$ cat src/rbm_pkg.sv
// Shared constants and types for reset and boot-mode selection
// Operation
// - Latch boot straps on system reset release
// - System reset initializes all but test logic
// - In reset: resets active, oscillator on, PLL off
// - Test reset clears only factory test logic
// - Host asserts test reset with system reset
// - Code 0001: master ROM boot, 400 kb/s
// - Code 0010: async serial slave boot, 384 kb/s
// - SPI and 2-wire slave speed set by master
// - Code 0111: GPIO 2-wire ROM master, 384 kb/s
// - Code 1100: 2-wire slave at address 1000100
// - Host waits 2400000 ns before boot data
// - ROM access no sooner than 2650000 ns
// - Supply pump outputs low during reset
// - Supply sync pin resets to input
// - Spare serial pins reset to inputs
package rbm_pkg;
    localparam int unsigned CLK_PERIOD_NS = 5;
    localparam int unsigned HOST_READY_NS = 2400000;
    localparam int unsigned ROM_BOOT_NS = 2650000;
    // Least times round up
    localparam int unsigned HOST_READY_CYC = (HOST_READY_NS + CLK_PERIOD_NS - 1) / CLK_PERIOD_NS;
    localparam int unsigned ROM_BOOT_CYC = (ROM_BOOT_NS + CLK_PERIOD_NS - 1) / CLK_PERIOD_NS;
    localparam int unsigned WAIT_W = 20;
    localparam int unsigned SPARE_W = 10;
    localparam logic [3:0] CODE_ROM_2W = 4'h1;
    localparam logic [3:0] CODE_ASYNC = 4'h2;
    localparam logic [3:0] CODE_SPI = 4'h3;
    localparam logic [3:0] CODE_ROM_GPIO = 4'h7;
    localparam logic [3:0] CODE_2W_SLAVE = 4'hc;
    localparam logic [6:0] SLAVE_ADDR = 7'h44;
    localparam logic [3:0] STRAP_RST = 4'h0;
    localparam logic [WAIT_W-1:0] WAIT_RST = 20'h00000;

    typedef enum logic [2:0] {
        RBM_IDLE, RBM_ROM_2W, RBM_ASYNC, RBM_SPI, RBM_ROM_GPIO, RBM_2W_SLAVE
    } rbm_mode_e;
    typedef enum logic [1:0] {
        RBM_SPD_NONE, RBM_SPD_400K, RBM_SPD_384K, RBM_SPD_MASTER
    } rbm_speed_e;
endpackage

$ cat src/rbm_link_if.sv
// Pins between the controller and its external reset/boot partner
`timescale 1ns/1ps
interface rbm_link_if;
    logic sys_rst_in_n;
    logic factory_test_rst_n;
    logic [3:0] boot_select_straps;
    logic boot_req;
    modport dev (
        input sys_rst_in_n,
        input factory_test_rst_n,
        input boot_select_straps,
        output boot_req
    );
    modport host (
        output sys_rst_in_n,
        output factory_test_rst_n,
        output boot_select_straps,
        input boot_req
    );
endinterface

$ cat src/rbm_sync2.sv
// Two-flop synchroniser for a bus of levels
`timescale 1ns/1ps
module rbm_sync2 #(
    parameter int unsigned W = 1
) (
    input wire logic core_clk,
    input wire logic sys_rst,
    input wire logic [W-1:0] d,
    output logic [W-1:0] q
);
    logic [W-1:0] meta_ff;
    always_ff @(posedge core_clk or posedge sys_rst) begin
        if (sys_rst) begin
            meta_ff <= '0;
            q <= '0;
        end else begin
            meta_ff <= d;
            q <= meta_ff;
        end
    end
endmodule

$ cat src/rbm_device.sv
// Device end: reset handling, strap latch and boot-mode selection
`timescale 1ns/1ps
module rbm_device
    import rbm_pkg::*;
(
    input wire logic core_clk,
    input wire logic sys_rst,
    rbm_link_if.dev link,
    output logic core_rst_out,
    output logic test_rst_out,
    output logic osc_en,
    output logic pll_en,
    output logic boot_active,
    output logic boot_is_master,
    output logic [2:0] boot_mode,
    output logic [1:0] boot_speed,
    output logic [6:0] slave_addr,
    output logic rom_access_go,
    output logic gpio_2w_sel,
    output logic supply_pump_high_out,
    output logic supply_pump_low_out,
    output logic supply_sync_oe,
    output logic [SPARE_W-1:0] spare_serial_oe
);
    typedef struct packed {
        logic core_rst;
        logic test_rst;
        logic osc_on;
        logic pll_en;

        logic [3:0] strap;
        rbm_mode_e mode;
        rbm_speed_e speed;
        logic master;
        logic active;
        logic [6:0] addr;

        logic [WAIT_W-1:0] wait_cnt;
        logic go;
        logic gpio_sel;

        logic pump_high;
        logic pump_low;
        logic sync_oe;
        logic [SPARE_W-1:0] spare_oe;
    } rbm_dev_s;

    logic rst_n_s;
    logic trst_n_s;
    logic [3:0] strap_s;
    logic release_edge;
    logic rom_wait_done;
    rbm_dev_s st_ff;
    rbm_dev_s nxt_st;

    // One synchroniser for reset and straps keeps them aligned cycle for cycle
    rbm_sync2 #(.W(6)) u_sync (
        .core_clk(core_clk),
        .sys_rst(sys_rst),
        .d({link.sys_rst_in_n, link.factory_test_rst_n, link.boot_select_straps}),
        .q({rst_n_s, trst_n_s, strap_s})
    );

    // First cycle out of reset; strap holds the code seen one cycle earlier
    assign release_edge = rst_n_s && st_ff.core_rst;
    // One short of the delay, since raising go takes an edge itself
    assign rom_wait_done = (st_ff.wait_cnt >= WAIT_W'(ROM_BOOT_CYC - 1));

    always_comb begin
        nxt_st = st_ff;
        // Test logic follows its own pin only
        nxt_st.test_rst = !trst_n_s;

        if (!rst_n_s) begin
            // Hold everything but test logic in reset
            nxt_st.core_rst = 1'b1;
            nxt_st.osc_on = 1'b1;
            nxt_st.pll_en = 1'b0;
            nxt_st.strap = strap_s;
            nxt_st.mode = RBM_IDLE;
            nxt_st.speed = RBM_SPD_NONE;
            nxt_st.master = 1'b0;
            nxt_st.active = 1'b0;
            nxt_st.addr = SLAVE_ADDR;
            nxt_st.wait_cnt = WAIT_RST;
            nxt_st.go = 1'b0;
            nxt_st.gpio_sel = 1'b0;
            nxt_st.pump_high = 1'b0;
            nxt_st.pump_low = 1'b0;
            nxt_st.sync_oe = 1'b0;
            nxt_st.spare_oe = '0;
        end else if (release_edge) begin
            // Decode the code captured in the last reset cycle
            nxt_st.core_rst = 1'b0;
            nxt_st.pll_en = 1'b1;
            unique case (st_ff.strap)
                CODE_ROM_2W: begin
                    nxt_st.mode = RBM_ROM_2W;
                    nxt_st.speed = RBM_SPD_400K;
                    nxt_st.master = 1'b1;
                    nxt_st.active = 1'b1;
                    nxt_st.gpio_sel = 1'b0;
                end

                CODE_ASYNC: begin
                    nxt_st.mode = RBM_ASYNC;
                    nxt_st.speed = RBM_SPD_384K;
                    nxt_st.master = 1'b0;
                    nxt_st.active = 1'b1;
                    nxt_st.gpio_sel = 1'b0;
                end

                CODE_SPI: begin
                    nxt_st.mode = RBM_SPI;
                    nxt_st.speed = RBM_SPD_MASTER;
                    nxt_st.master = 1'b0;
                    nxt_st.active = 1'b1;
                    nxt_st.gpio_sel = 1'b0;
                end

                CODE_ROM_GPIO: begin
                    nxt_st.mode = RBM_ROM_GPIO;
                    nxt_st.speed = RBM_SPD_384K;
                    nxt_st.master = 1'b1;
                    nxt_st.active = 1'b1;
                    nxt_st.gpio_sel = 1'b1;
                end

                CODE_2W_SLAVE: begin
                    nxt_st.mode = RBM_2W_SLAVE;
                    nxt_st.speed = RBM_SPD_MASTER;
                    nxt_st.master = 1'b0;
                    nxt_st.active = 1'b1;
                    nxt_st.gpio_sel = 1'b0;
                end

                default: begin
                    // Reserved codes leave every boot port idle
                    nxt_st.mode = RBM_IDLE;
                    nxt_st.speed = RBM_SPD_NONE;
                    nxt_st.master = 1'b0;
                    nxt_st.active = 1'b0;
                    nxt_st.gpio_sel = 1'b0;
                end
            endcase
        end else if (!st_ff.master) begin
            // Slave and reserved modes never request the ROM
            nxt_st.go = 1'b0;
        end else if (!st_ff.go) begin
            // ROM access held off for the boot delay
            if (rom_wait_done) begin
                nxt_st.go = 1'b1;
            end else begin
                nxt_st.wait_cnt = st_ff.wait_cnt + 1'b1;
            end
        end
    end

    // Local reset matches a held system reset, except that test reset is forced on and strap loads STRAP_RST
    always_ff @(posedge core_clk or posedge sys_rst) begin
        if (sys_rst) begin
            st_ff <= '{
                core_rst: 1'b1,
                test_rst: 1'b1,
                osc_on: 1'b1,
                pll_en: 1'b0,
                strap: STRAP_RST,
                mode: RBM_IDLE,
                speed: RBM_SPD_NONE,
                master: 1'b0,
                active: 1'b0,
                addr: SLAVE_ADDR,
                wait_cnt: WAIT_RST,
                go: 1'b0,
                gpio_sel: 1'b0,
                pump_high: 1'b0,
                pump_low: 1'b0,
                sync_oe: 1'b0,
                spare_oe: '0
            };
        end else begin
            st_ff <= nxt_st;
        end
    end

    // Every output comes straight from a flop
    assign core_rst_out = st_ff.core_rst;
    assign test_rst_out = st_ff.test_rst;
    assign osc_en = st_ff.osc_on;
    assign pll_en = st_ff.pll_en;

    assign boot_active = st_ff.active;
    assign boot_is_master = st_ff.master;
    assign boot_mode = st_ff.mode;
    assign boot_speed = st_ff.speed;
    assign slave_addr = st_ff.addr;
    assign rom_access_go = st_ff.go;
    assign gpio_2w_sel = st_ff.gpio_sel;

    // Pins keep their reset state; GPIO reassignment is left to later software
    assign supply_pump_high_out = st_ff.pump_high;
    assign supply_pump_low_out = st_ff.pump_low;
    assign supply_sync_oe = st_ff.sync_oe;
    for (genvar i = 0; i < SPARE_W; i++) begin : g_spare
        assign spare_serial_oe[i] = st_ff.spare_oe[i];
    end
    assign link.boot_req = st_ff.go;
endmodule

$ cat src/flat_wrapper.sv
// flat-port wrapper written by rule: the top's interface ports become plain ports
module rbm_device_flat import rbm_pkg::*;
  (core_clk, sys_rst, core_rst_out, test_rst_out, osc_en, pll_en, boot_active, boot_is_master, boot_mode, boot_speed, slave_addr, rom_access_go, gpio_2w_sel, supply_pump_high_out, supply_pump_low_out, supply_sync_oe, spare_serial_oe, link_sys_rst_in_n, link_factory_test_rst_n, link_boot_select_straps, link_boot_req);
  rbm_link_if link_i ();
  input wire logic core_clk;
  input wire logic sys_rst;
  output logic core_rst_out;
  output logic test_rst_out;
  output logic osc_en;
  output logic pll_en;
  output logic boot_active;
  output logic boot_is_master;
  output logic [2:0] boot_mode;
  output logic [1:0] boot_speed;
  output logic [6:0] slave_addr;
  output logic rom_access_go;
  output logic gpio_2w_sel;
  output logic supply_pump_high_out;
  output logic supply_pump_low_out;
  output logic supply_sync_oe;
  output logic [SPARE_W-1:0] spare_serial_oe;
  input wire logic [$bits(link_i.sys_rst_in_n)-1:0] link_sys_rst_in_n;
  input wire logic [$bits(link_i.factory_test_rst_n)-1:0] link_factory_test_rst_n;
  input wire logic [$bits(link_i.boot_select_straps)-1:0] link_boot_select_straps;
  output wire logic [$bits(link_i.boot_req)-1:0] link_boot_req;
  assign link_i.sys_rst_in_n = link_sys_rst_in_n;
  assign link_i.factory_test_rst_n = link_factory_test_rst_n;
  assign link_i.boot_select_straps = link_boot_select_straps;
  assign link_boot_req = link_i.boot_req;
  rbm_device u_core (.core_clk(core_clk), .sys_rst(sys_rst), .link(link_i), .core_rst_out(core_rst_out), .test_rst_out(test_rst_out), .osc_en(osc_en), .pll_en(pll_en), .boot_active(boot_active), .boot_is_master(boot_is_master), .boot_mode(boot_mode), .boot_speed(boot_speed), .slave_addr(slave_addr), .rom_access_go(rom_access_go), .gpio_2w_sel(gpio_2w_sel), .supply_pump_high_out(supply_pump_high_out), .supply_pump_low_out(supply_pump_low_out), .supply_sync_oe(supply_sync_oe), .spare_serial_oe(spare_serial_oe));
endmodule
$ cat config.mk
export PLATFORM = sky130hd
export DESIGN_NAME = rbm_device_flat
export DESIGN_NICKNAME = d
export VERILOG_FILES = /design/src/rbm_pkg.sv /design/src/rbm_link_if.sv /design/src/rbm_sync2.sv /design/src/rbm_device.sv /design/src/flat_wrapper.sv
export SDC_FILE = /design/constraint.sdc
export NUM_CORES = 1
export LEC_CHECK = 0
export ABC_AREA = 0
export BUFFER_PORTS_ARGS = -buffer_cell sky130_fd_sc_hd__buf_2
export CORE_UTILIZATION = 60
export CTS_BUF_LIST = sky130_fd_sc_hd__clkbuf_4 sky130_fd_sc_hd__clkbuf_8 sky130_fd_sc_hd__clkbuf_16
export CTS_CLUSTER_SIZE = 16
export DETAILED_ROUTE_END_ITERATION = 10
export GPL_ROUTABILITY_DRIVEN = 0
export PLACE_DENSITY = 0.85
export SLEW_MARGIN = 30
export SYNTH_ARGS = -nofsm -noshare
export SYNTH_HDL_FRONTEND = slang
export SYNTH_SLANG_ARGS = --single-unit
$ cat constraint.sdc
create_clock -name core_clk -period 4.5 [get_ports core_clk]
set_clock_uncertainty 0.05 [all_clocks]
set_input_delay 0.45 -clock core_clk [delete_from_list [all_inputs] [get_ports core_clk]]
set_output_delay 0.45 -clock core_clk [all_outputs]
set_load 0.02 [all_outputs]
# Yosys cells after proc, flatten, opt, wreduce, memory -nomap -nowiden
# Cells that the tools add are included.
# word_totals
register_bits	48
inputBits	8
output_inout_bits	34
word_cells	44
# classes
n_addsub	1
n_lt_le_gt_ge	1
eq_ne	10
n_mux	16
reduce_logical	3
# ops
cell	n
$mux W21	2
$mux W20	2
$pmux W7 S5	1
$mux W22	1
$add A20 B1 Y20 const B	1
$ge A20 B20 Y1 const B	1
$mux W7	2
$eq A4 B2 Y1 const B	2
$mux W1	8
$ne A2 B2 Y1 const B	3
$eq A4 B1 Y1 const B	1
$eq A4 B3 Y1 const B	1
$eq A4 B4 Y1 const B	1
$ne A2 B1 Y1 const B	2
$reduce_and A4 Y1	1
$logic_and A1 B1 Y1	1
$logic_not A1 Y1	1

# Logic depth before layout (Yosys ltp)
# depth
ltp_word	6
ltp_mapped	7
mapped_depth_nobuf	6

# Modules after synthesis
# From an unflattened synthesis, not the netlist that was laid out.
# unflattened
cells_unflattened	246
hier_area_um2	2378.5
# modules_own_cells
mod	instances	cells_per_inst	area_per_inst_um2	seq_area_each_um2
rbm_device	1	233	2074.5	878.3
rbm_sync2	1	13	304.0	300.3

# Worst setup path after synthesis
# Ideal clock, no wire load.
# synth_path
kind	register to register
startpoint	reg u_core.st_ff, in the netlist u_core.link.boot_req
endpoint	reg u_core.st_ff[25] (netlist bit)
t_arrival_ps	2046
slack_ps	2327
path_stages_with_launch	6
cell_sequence	dfrtp_1 > or3b_2 > a41oi_1 > nand3_4 > or4_1 > a21oi_1
# synth_between
elab_chain_cells	2
# synth_lines
item	line_no	text
start: declaration	rbm_device.sv:53	rbm_dev_s st_ff;
start signal: assignment	rbm_device.sv:162	st_ff <= '{
start signal: assignment	rbm_device.sv:182	st_ff <= nxt_st;
$ne A2 B2 Y1 (no source line)	--	
$reduce_and A4 Y1 (no source line)	--	
# No other way between the ends.
# A chain may end at the register's enable or synchronous reset.

# Worst setup path after layout
# layout_path
startpoint	reg u_core.u_sync.q[5]
endpoint	reg u_core.st_ff[34] (netlist bit)
# layout_between
elab_chain_cells	3
# layout_lines
item	line_no	text
start: declaration	rbm_sync2.sv:9	output logic [W-1:0] q
start signal: assignment	rbm_sync2.sv:18	q <= meta_ff;
$logic_and A1 B1 Y1	rbm_device.sv:65	assign release_edge = rst_n_s && st_ff.core_rst;
$ne A2 B2 Y1 (no source line)	--	
$reduce_and A4 Y1 (no source line)	--	
# Several ways; a longest one is shown, not always the timed one.

==> impl_metrics.tcl <==
set metrics [dict create \
    final_layout_size_suffix_gt1_share_pct 22.4 \
    synth-main-ff-cell "sky130_fd_sc_hd__dfrtp_1" \
    finalWirelength_um 4460 \
    postCtsResizedCells 0 \
    worstSetupStartpointType "register" \
    max_freq_mhz 410 \
    synth.largest_area_cell "sky130_fd_sc_hd__dfrtp_1" \
    cts.repair_timing.setup_buffer_count 0 \
    pwr-share-clk_pct 38.0 \
    synthesis.area_um2 2430 \
    clk_latency_ps 310 \
    grt_use_total_pct 23.3 \
    postSynthCellCount 240 \
    firstDrtPassIters 6 \
    grt_antenna_before_repair 0 \
    seq_area_um2 1180 \
    start_to_end_type_of_the_worst_setup_path "reg -> reg" \
    maxCapViolations 0 \
    route.antenna.remaining_nets 0 \
    placed_cells 294 \
    synth.top_cells.by_area "sky130_fd_sc_hd__dfrtp_1, sky130_fd_sc_hd__buf_4, sky130_fd_sc_hd__a21oi_1, sky130_fd_sc_hd__nand3_1, sky130_fd_sc_hd__nand2_1" \
    row_count 22 \
    pwr-share-seq_pct 53.4 \
    grt_pass1_vias 1617 \
    hold_ws_ps 194 \
    worstMarginPinSlew_ps 779 \
    final_core_util_pct 67.7 \
    mostFrequentLayoutCell "sky130_fd_sc_hd__dfrtp_1" \
    layout.cells.most_common_list "sky130_fd_sc_hd__dfrtp_1, sky130_fd_sc_hd__conb_1, sky130_fd_sc_hd__buf_2" \
    status "finished clean" \
    worst_setup_path_end_kind "register" \
    cts.hold.buffers_added 0 \
    finalNonFillerCells 302 \
    peakVddDrop_mv 0.333 \
    cts_buffer_depth 2 \
    final-hold-violation-count 0 \
    postSynthRegisterBits 47 \
    required_ps 4700 \
    syn_area_per_cell_um2 10.1 \
    fin_crit_sh_pct 54.2 \
    critical_path.cell_chain "nor2b_1 > and2_1 > nand4_2 > or4_1 > nand3_1" \
    iteration_0_drc_markers 253 \
    antenna_cells_inserted 0 \
    global_route_congestion_overflow_total 0 \
    synth_sequential_area_ratio_pct 48.5 \
    drcViolationCount 0 \
    cp_slowest_cell "sky130_fd_sc_hd__dfrtp_1" \
    internal_power_uw 627 \
    clock-sinks 47 \
    multi_input_comb_area_um2 1050 \
    place_hpwl_um 2900 \
    num_vias 1816 \
    placement.io_buffers 20 \
    count_of_flip_flops_with_a_built_in_enable_after_synthesis 0 \
    finalSetupViolCount 0 \
    rsz0062_at_grt "no" \
    p_leak_nw 1.15 \
    power_density_nw_per_um2 332 \
    synth_cell_type_count 54 \
    cts_tree "built" \
    critPathMaxStageDelay_ps 740 \
    combPwrFrac_pct 8.5 \
    final.setup.tns_ps 0 \
    h-tree-depth 2 \
    io_pins 42 \
    area_inside_the_core_boundary_um2 3770 \
    initial_util_pct 64.4 \
    grt_first_pass_wirelength_um 7600 \
    synthesis.yosys.warnings 0 \
    path_clk_slew_ps 90 \
    maximum_number_of_pins_on_one_net_before_global_route_repair 48 \
    clock_tree.root_cell "sky130_fd_sc_hd__clkbuf_8" \
    vias_per_cell 6.01 \
    p_switching_uw 219 \
    timing.final.crit_period_ps 2440 \
    layout.nets 262 \
    syn_to_final_growth_pct 4.99 \
    die_w_um 65.6 \
    kind_of_cell_adding_the_most_delay_to_the_critical_path "simple AND/OR/NAND/NOR gates" \
    report.final.slew_viol_count 0 \
    cts_made_buffers 5 \
    netlist.area_leader.share_pct 46.3 \
    timing.critical_path.arrival_ps 2640 \
    layout.filler_cells 290 \
    worstHoldPathType "in -> reg" \
    power.share.switching_pct 25.9 \
    crit_buf_inv 0 \
    asyncSetResetFlopFracSynth_pct 100 \
    dieHeight_um 65.6 \
    floorplan.die_area_um2 4310 \
    max-slew-margin-rel_pct 48.0 \
    timing.critical_path.fanout_max 17 \
    routed_wire_length_per_instance_um 14.8 \
]
## Yosys cell counts, types with 2 or more instances
library cell	count
sky130_fd_sc_hd__dfrtp_1	45
sky130_fd_sc_hd__buf_4	27
sky130_fd_sc_hd__nand2_1	16
sky130_fd_sc_hd__a21oi_1	13
sky130_fd_sc_hd__nand3_1	13
sky130_fd_sc_hd__nor2_1	11
sky130_fd_sc_hd__inv_1	10
sky130_fd_sc_hd__o21ai_0	8
sky130_fd_sc_hd__nand2b_1	7
sky130_fd_sc_hd__nand4_1	7
sky130_fd_sc_hd__and3_1	4
sky130_fd_sc_hd__clkbuf_1	4
sky130_fd_sc_hd__mux2_2	4
sky130_fd_sc_hd__mux2i_1	4
sky130_fd_sc_hd__nor2b_1	4
sky130_fd_sc_hd__nor4_1	4
sky130_fd_sc_hd__or3_1	4
sky130_fd_sc_hd__and3_2	3
sky130_fd_sc_hd__nor3_1	3
sky130_fd_sc_hd__o221a_2	3
sky130_fd_sc_hd__or4_1	3
sky130_fd_sc_hd__a311o_2	2
sky130_fd_sc_hd__a31oi_1	2
sky130_fd_sc_hd__and2_1	2
sky130_fd_sc_hd__conb_1	2
sky130_fd_sc_hd__dfstp_2	2
sky130_fd_sc_hd__nor3b_1	2
sky130_fd_sc_hd__o211ai_1	2
sky130_fd_sc_hd__o31ai_1	2
sky130_fd_sc_hd__or2_2	2
sky130_fd_sc_hd__xnor2_1	2
## metal layers
| layer | wire length (um) | vias to the layer above | GRT usage, % |
|---|---|---|---|
| met1 | 2050 | 852 | 33.2 |
| met4 | 102 | 0 | 8.15 |
| met5 | 0 | - | 0 |
| li1 | - | 837 | - |
| met2 | 1960 | 110 | 34.3 |
| met3 | 350 | 17 | 5.90 |
## power groups by stage
stage / sequential, mW / combinational [mW] / clock, mW
after floorplan: 0.456 / 0.0757 / 0
after global placement: 0.459 / 0.0701 / 0
after detailed placement: 0.460 / 0.0719 / 0
after CTS: 0.452 / 0.0726 / 0.327
after global routing: 0.455 / 0.0803 / 0.346
final: 0.452 / 0.0720 / 0.322
## cell families after synthesis
| family | synth area share, % |
|---|---|
| simple gates | 22.4 |
| compound gates | 12.4 |
| buf+inv | 11.3 |
| flops | 48.5 |
| xor+xnor | 1.08 |
| mux | 3.50 |
| other cells | 0.309 |
| fa+ha+maj | 0.515 |
## path summary, 6_finish.rpt
path	start	to	slack (ps)	cells past startpoint
max	u_core.u_sync.q[5]	u_core.st_ff[34]	2060	5
min	link_boot_select_straps[1]	u_core.u_sync.meta_ff[1]	190	1
max reg2reg	u_core.u_sync.q[5]	u_core.st_ff[34]	2060	5
min reg2reg	u_core.u_sync.meta_ff[3]	u_core.u_sync.q[3]	300	0
max in group asynchronous	sys_rst	u_core.st_ff[51]	3730	2
min in group asynchronous	sys_rst	u_core.st_ff[33]	200	2
## registers in the layout, indices dropped and copies added, names as in the netlist
signal / count
u_core.st_ff: 24
u_core.u_sync.meta_ff: 6
u_core.u_sync.q: 6
u_core.boot_mode: 2
u_core.boot_speed: 2
u_core.boot_active: 1
u_core.boot_is_master: 1
u_core.core_rst_out: 1
u_core.gpio_2w_sel: 1
u_core.link.boot_req: 1
u_core.pll_en: 1
u_core.test_rst_out: 1
## worst reg2reg max path, cell delays in order, from the launching register on
cell and delay [ps]:
sky130_fd_sc_hd__dfrtp_1 740, sky130_fd_sc_hd__nor2b_1 420, sky130_fd_sc_hd__and2_1 250, sky130_fd_sc_hd__nand4_2 270, sky130_fd_sc_hd__or4_1 570, sky130_fd_sc_hd__nand3_1 80
## through the flow
step	total power, mW	setup WS [ps]	instance area [um^2]
floorplan	0.532	2330	2500
global placement	0.529	2100	2430
detailed placement	0.532	2140	2430
CTS	0.851	2100	2550
global route	0.882	1930	2550
finish	0.846	2060	2550
## area by class of cell
| class | instances | share of cell area [%] |
|---|---|---|
| Multi-Input combinational cell | 168 | 41.3 |
| Tap cell | 48 | 2.35 |
| Timing Repair Buffer | 20 | 3.92 |
| Clock buffer | 5 | 2.70 |
| Inverter | 11 | 1.67 |
| Clock inverter | 3 | 1.86 |
| Sequential cell | 47 | 46.2 |
No activity file was read; power rests on OpenSTA's default activity.
